[config.mk]
export PLATFORM = sky130hd
export DESIGN_NAME = adrs_status
export DESIGN_NICKNAME = d
export VERILOG_FILES = /design/src/include/adrs_pkg.sv /design/src/verilog/adrs_status.sv /design/src/verilog/adrs_axis_flag.sv
export SDC_FILE = /design/constraint.sdc
export NUM_CORES = 1
export LEC_CHECK = 0
export BUFFER_PORTS_ARGS = -buffer_cell sky130_fd_sc_hd__buf_4
export CAP_MARGIN = 20
export CORE_MARGIN = 1.5
export CORE_UTILIZATION = 51
export DETAILED_ROUTE_END_ITERATION = 7
export PLACE_DENSITY = 0.81
export SLEW_MARGIN = 30
export SYNTH_ARGS = -nofsm -noshare
export SYNTH_HDL_FRONTEND = slang
export SYNTH_SLANG_ARGS = --single-unit
[constraint.sdc]
create_clock -name clock_in -period 3.2 [get_ports clock_in]
set_input_delay 0.8 -clock clock_in [delete_from_list [all_inputs] [get_ports clock_in]]
set_output_delay 0.8 -clock clock_in [all_outputs]
set_load 0.01 [all_outputs]
[src/include/adrs_pkg.sv]
// Purpose: Constants for the accelerometer data-ready status block
// Assumes: Register reads arrive as one-cycle strobes with an address
// Notes: Axis order everywhere is 0 = X, 1 = Y, 2 = Z
package adrs_pkg;
  // ----------------------------------------------------------------
  // Register addresses
  // ----------------------------------------------------------------
  localparam logic [7:0] ADRS_STATUS_ADDR = 8'h00;
  localparam logic [7:0] ADRS_OUT_X_HI_ADDR = 8'h01;
  localparam logic [7:0] ADRS_OUT_Y_HI_ADDR = 8'h03;
  localparam logic [7:0] ADRS_OUT_Z_HI_ADDR = 8'h05;

  // ----------------------------------------------------------------
  // Mode, sizes and reset values
  // ----------------------------------------------------------------
  localparam logic [1:0] ADRS_FMODE_OFF = 2'h0;
  localparam int ADRS_NUM_AXES = 3;
  localparam logic [7:0] ADRS_STATUS_RST = 8'h00;
  localparam logic [7:0] ADRS_RD_IDLE = 8'h00;
  localparam logic [2:0] ADRS_SEEN_RST = 3'h0;

  // ----------------------------------------------------------------
  // Status field positions
  // ----------------------------------------------------------------
  localparam int ADRS_BIT_READY_LO = 0;
  localparam int ADRS_BIT_ALL_READY = 3;
  localparam int ADRS_BIT_OVER_LO = 4;
  localparam int ADRS_BIT_ALL_OVER = 7;
endpackage : adrs_pkg

[src/verilog/adrs_status.sv]
// Purpose: Data-ready status register of the accelerometer axes
// Assumes: Reads are one-cycle strobes; answers one cycle later
// Notes: Status register view lags flag updates by one cycle
//
// Summary of operation
// - Status visible at 0x00 only in mode 0
// - Bits: overwrites 7..4, ready 3..0, reset 0
// - Combined overwrite set when any axis overwritten
// - Combined overwrite cleared after all high reads
// - Z overwrite on unread replace, cleared reading
// - Y overwrite on unread replace, cleared reading
// - X overwrite on unread replace, cleared reading
// - Combined ready set on any new sample
// - Combined ready cleared after all high reads
// - Z ready set on sample, cleared on read
// - Y ready set on sample, cleared on read
// - X ready set on sample, cleared on read
`timescale 1ns/1ps
module adrs_status (
  // Clock and reset
  input wire logic clock_in,
  input wire logic sys_rst_in,
  // Acquisition events, one bit per axis
  input wire logic [adrs_pkg::ADRS_NUM_AXES-1:0] acq_done_in,
  // Output mode selector
  input wire logic [1:0] fifo_mode_in,
  // Register read port
  input wire logic rd_strobe_in,
  input wire logic [7:0] rd_addr_in,
  output logic rd_valid_out,
  output logic [7:0] rd_data_out,
  // Status view
  output logic [7:0] status_out,
  output logic status_live_out
);
  import adrs_pkg::*;

  localparam int NA = ADRS_NUM_AXES;
  localparam logic [7:0] HI_ADDR [NA] =
    '{ADRS_OUT_X_HI_ADDR, ADRS_OUT_Y_HI_ADDR, ADRS_OUT_Z_HI_ADDR};

  logic [NA-1:0] hi_rd;
  logic [NA-1:0] ready_flag;
  logic [NA-1:0] over_flag;
  logic [NA-1:0] over_evt;
  logic [NA-1:0] rd_seen;
  logic [NA-1:0] next_rd_seen;
  logic all_ready;
  logic all_over;
  logic any_acq;
  logic any_over;
  logic all_read;
  logic mode_off;
  logic status_hit;
  logic [7:0] status_vec;

  // ----------------------------------------------------------------
  // Per-axis flags
  // ----------------------------------------------------------------
  generate
    for (genvar i = 0; i < NA; i++)
    begin : g_axis
      assign hi_rd[i] = rd_strobe_in && (rd_addr_in == HI_ADDR[i]);
      adrs_axis_flag u_flag (
        .clock_in(clock_in),
        .sys_rst_in(sys_rst_in),
        .acq_in(acq_done_in[i]),
        .hi_rd_in(hi_rd[i]),
        .ready_out(ready_flag[i]),
        .over_out(over_flag[i]),
        .over_evt_out(over_evt[i])
      );
    end
  endgenerate

  // ----------------------------------------------------------------
  // Combined flags and read tracking
  // ----------------------------------------------------------------
  assign any_acq = |acq_done_in;
  assign any_over = |over_evt;
  assign next_rd_seen = rd_seen | hi_rd;
  assign all_read = &next_rd_seen;

  always_ff @(posedge clock_in)
  begin
    if (sys_rst_in)
      rd_seen <= ADRS_SEEN_RST;
    else if (any_acq)
      rd_seen <= ADRS_SEEN_RST;
    else if (all_read)
      rd_seen <= ADRS_SEEN_RST;
    else
      rd_seen <= next_rd_seen;
  end

  // New sample beats a completing read in the same cycle
  always_ff @(posedge clock_in)
  begin
    if (sys_rst_in)
      all_ready <= 1'b0;
    else if (any_acq)
      all_ready <= 1'b1;
    else if (all_read)
      all_ready <= 1'b0;
  end

  always_ff @(posedge clock_in)
  begin
    if (sys_rst_in)
      all_over <= 1'b0;
    else if (any_over)
      all_over <= 1'b1;
    else if (all_read)
      all_over <= 1'b0;
  end

  // ----------------------------------------------------------------
  // Register view and read answer
  // ----------------------------------------------------------------
  always_comb
  begin
    status_vec = ADRS_STATUS_RST;
    status_vec[ADRS_BIT_READY_LO +: NA] = ready_flag;
    status_vec[ADRS_BIT_ALL_READY] = all_ready;
    status_vec[ADRS_BIT_OVER_LO +: NA] = over_flag;
    status_vec[ADRS_BIT_ALL_OVER] = all_over;
  end

  assign mode_off = (fifo_mode_in == ADRS_FMODE_OFF);
  assign status_hit = (rd_addr_in == ADRS_STATUS_ADDR) && mode_off;

  always_ff @(posedge clock_in)
  begin
    if (sys_rst_in)
      status_out <= ADRS_STATUS_RST;
    else
      status_out <= status_vec;
  end

  always_ff @(posedge clock_in)
  begin
    if (sys_rst_in)
      status_live_out <= 1'b0;
    else
      status_live_out <= mode_off;
  end

  always_ff @(posedge clock_in)
  begin
    if (sys_rst_in)
      rd_valid_out <= 1'b0;
    else
      rd_valid_out <= rd_strobe_in;
  end

  // Other addresses belong to other blocks and read as zero here
  always_ff @(posedge clock_in)
  begin
    if (sys_rst_in)
      rd_data_out <= ADRS_RD_IDLE;
    else if (rd_strobe_in && status_hit)
      rd_data_out <= status_vec;
    else
      rd_data_out <= ADRS_RD_IDLE;
  end
endmodule : adrs_status

[src/verilog/adrs_axis_flag.sv]
// Purpose: Ready and overwrite flags of one acceleration axis
// Assumes: acq_in and hi_rd_in are one-cycle pulses
// Notes: A read in the same cycle as a new sample consumes the old one
`timescale 1ns/1ps
module adrs_axis_flag (
  // Clock and reset
  input wire logic clock_in,
  input wire logic sys_rst_in,
  // Events
  input wire logic acq_in,
  input wire logic hi_rd_in,
  // Flags
  output logic ready_out,
  output logic over_out,
  output logic over_evt_out
);
  import adrs_pkg::*;

  // ----------------------------------------------------------------
  // Flag logic
  // ----------------------------------------------------------------
  // Unread sample replaced by a new one
  assign over_evt_out = acq_in && ready_out && !hi_rd_in;

  always_ff @(posedge clock_in)
  begin
    if (sys_rst_in)
      ready_out <= 1'b0;
    else if (acq_in)
      ready_out <= 1'b1;
    else if (hi_rd_in)
      ready_out <= 1'b0;
  end

  always_ff @(posedge clock_in)
  begin
    if (sys_rst_in)
      over_out <= 1'b0;
    else if (over_evt_out)
      over_out <= 1'b1;
    else if (hi_rd_in)
      over_out <= 1'b0;
  end
endmodule : adrs_axis_flag

==> results by group <==
Status
  – Outcome: completed

Worst setup path
  – Length in cells of the worst reg-to-reg path: 4
  – Max FO, Critical Path: 9
  – Number of cells on the critical path: 5
  – CP top delay family: simple AND/OR/NAND/NOR gates
  – Worst Path Buf+Inv: 1
  – Cell chain of the critical path: buf_4 -> nor4b_4 -> nand2_1 -> nor3_2 -> and2_1
  – CP Data Required Time: 3.46 ns
  – CP arrival: ~2.1 ns
  – Largest stage delay on the critical path: 0.48 ns
  – CP max stage cell: nor4b_4
  – Kind of critical path: input port to flop
  – CP Launch Type: input port
  – CP endpoint kind: flop

Global route
  – Largest net degree at the start of global routing: 20
  – First-pass GRT wire length: 2.73 mm
  – Vias in the first global route: 653
  – Initial antenna violation count: 0
  – Grt ovf: 0
  – All-Layer GR Usage: 17.8%

Timing
  – RSZ-0062 raised after global routing: no
  – Min cycle time layout: around 1.9 ns
  – Max Clock Freq: 540 MHz
  – Tcrit/Tclk final: between 50 and 60%
  – Setup TNS: 0 ns
  – Final Hold Vio Count: 0
  – Clk_skew: 0.00551 ns
  – Slew Viols, Final: 0
  – Slew HR: 61.9%
  – # setup viols final: 0
  – Slew @ Worst Pin: 0.563 ns

CTS
  – Root Driver: clkbuf_4
  – TritonCTS clock tree: yes
  – Clock transition at path regs: 0.09 ns
  – Clk sinks: 29
  – CTS H-tree depth: 2
  – Clock insertion delay at the later pin of the skew report: 0.31 ns
  – Hold buffers post-CTS: 0
  – Setup repair bufs after CTS: 0
  – CTS Buf Count: 5
  – Cts repair resizes: 0
  – CTS Buffer Depth: 2

Detailed routing
  – Wire length per cell: 10.7 um
  – ANT nets after route: 0
  – Via density: roughly 5
  – Post-route DRC violation count: 0
  – Vias: 804
  – Total Routed Length: 1.72 mm
  – DR iter-0 viols: 19
  – DR pass1 iterations: 4

Die
  – Starting Density: 55.9%
  – Die area: 2230 um2
  – Die width: 47.2 um
  – Core region area: 1780 um2
  – Chip Height: 47.2 um
  – Num rows: 15
  – Io pins: 34

Synth
  – Sequential share of the synthesized area: about three fifths
  – Yosys warnings: 0
  – Distinct cells, synth: 26
  – Synth Cell Area: between 900 and 1000 um2
  – Post-Synthesis Cells: just under 100
  – Synth Area per Inst: between 10 and 15 um2
  – FF+latch count, synth: 29
  – Mapped Nets: approximately 110

Finish
  – Layout cell share with drive strength beyond 1: 32.4%
  – Fin cells: 161
  – Antenna Cells: 0
  – Layout Nets: between 150 and 200
  – Area Growth Syn to Fin: 34.1%
  – Fillers: about 130

Min path
  – Hold path depth: 1
  – Hold WC Path Type: flop to flop

Pwr
  – Clk pwr share: 35.5%
  – Sw Ratio: 21.9%
  – Cell-internal power: 535 uW
  – Comb pwr share: 8.6%
  – Pwr Density: 512 nW/um2
  – Flop pwr share: 55.9%
  – Pwr Total: 685 uW
  – IR drop worst, VDD: 0.325 mV
  – Psw: 150 uW
  – Leak: between 0.5 and 0.6 nW

Placed design
  – PortBufs: 33
  – Routability cong.: 0.741
  – Post-Place Cells: between 150 and 200
  – DP Wirelength: around 1.3 mm

Run
  – MaxCap Viol Count: 0
[final cells by class]
cell class | count | area, um2 | share of cell area (%)
Clock buffer | 7 | 65.1 | 4.86
Clock inverter | 1 | 5.00 | 0.374
Inverter | 3 | 11.3 | 0.842
Multi-Input combinational cell | 63 | 397 | 29.7
Sequential cell | 29 | 581 | 43.4
Tap cell | 25 | 31.3 | 2.34
Timing Repair Buffer | 33 | 248 | 18.5
[per-layer routing]
metal	track usage [%]	up-vias	wire (um)
li1	-	413	-
met2	27.6	22	868
met4	8.33	0	25
met1	21.5	364	741
met3	6.92	5	86
met5	0	-	0
[power by group through the flow]
stage               Combinational [mW]  Clock, mW  Sequential (mW)
floorplan                       0.0235          0            0.393
global placement                0.0581          0            0.391
detailed placement              0.0590          0            0.391
CTS                             0.0591      0.250            0.383
global route                    0.0652      0.263            0.385
finish                          0.0586      0.243            0.383
[layout by cell type, fill, tap and decap left out]
cell type and instances:
buf_4 33, dfxtp_1 29, and2_1 9, nor2b_1 8, a21oi_1 7, nor3_1 6
nor2_1 6, clkbuf_4 5, nand2_1 4, nand2b_1 3, inv_1 3, and3b_1 2
o211ai_1 2, a31oi_1 2, o22ai_1 2, nand3_1 2, clkbuf_8 2, nor4b_4 1
nor3_2 1, nor3b_1 1, a21oi_2 1, nor4b_1 1, nand4b_1 1, a22o_1 1
a21boi_0 1, a32oi_1 1, a311oi_1 1, clkinv_2 1
[sequential cells by signal, summed over array words and instances (netlist names)]
signal	flops
all_over	1
all_ready	1
g_axis.u_flag.over_out	3
g_axis.u_flag.ready_out	3
rd_data_out	8
rd_seen	3
rd_valid_out	1
status_live_out	1
status_out	8
[cells in the mapped netlist]
library cell	number	area share, %
a21boi_0	1	0.75
a32oi_1	1	0.88
nor3_2	1	1.0
o22ai_1	2	1.3
nor2b_1	8	5.0
a21oi_1	7	3.5
and2_1	9	5.6
o211ai_1	2	1.5
nand2_1	4	1.5
nand2b_1	3	1.9
a22o_1	1	0.88
nor4b_4	1	2.4
nand3_1	2	1.0
inv_1	3	1.1
nand4b_1	1	0.88
dfxtp_1	29	58
a21oi_2	1	0.88
a31oi_1	2	1.3
a311oi_1	1	0.88
and3b_1	2	1.8
nor4b_1	1	0.88
buf_1	1	0.38
nor3b_1	1	0.75
nor3_1	6	3.0
nor2_1	6	2.3
buf_2	1	0.50
[worst reg2reg max path, cell delays in order (launching register included)]
cell and delay [ns]:
dfxtp_1 0.37, and3b_1 0.17, o211ai_1 0.11, a21oi_2 0.25, o22ai_1 0.11
[kinds of logic after synthesis]
| group | Yosys count | share of synthesized area [%] |
|---|---|---|
| AOI/OAI and AO/OA | 18 | 11.8 |
| buffers and inverters | 5 | 2.01 |
| DFF | 29 | 58.2 |
| and+or+nand+nor | 45 | 28.0 |
[worst paths after layout]
| path | startpoint | to | slack (ns) |
|---|---|---|---|
| setup / recovery | rd_addr_in[7] | rd_data_out[7] | 1.35 |
| hold / removal | all_ready | rd_data_out[3] | 0.46 |
| setup reg to reg | rd_seen[2] | all_ready | 2.09 |
| hold reg to reg | all_ready | rd_data_out[3] | 0.46 |
[stage by stage]
step | instance area [um2] | util [%] | hold WS [ns] | setup slack (ns)
3_3_place_gp | 1270 | 71.1 | 0.439 | 1.01
6_report | 1340 | 75.0 | 0.461 | 1.35
5_1_grt | 1340 | 75.0 | 0.486 | 1.22
4_1_cts | 1340 | 75.0 | 0.466 | 1.33
2_1_floorplan | 997 | - | 0.429 | 1.35
3_5_place_dp | 1270 | 71.1 | 0.445 | 1.00
Power figures use the tool's default switching activity.
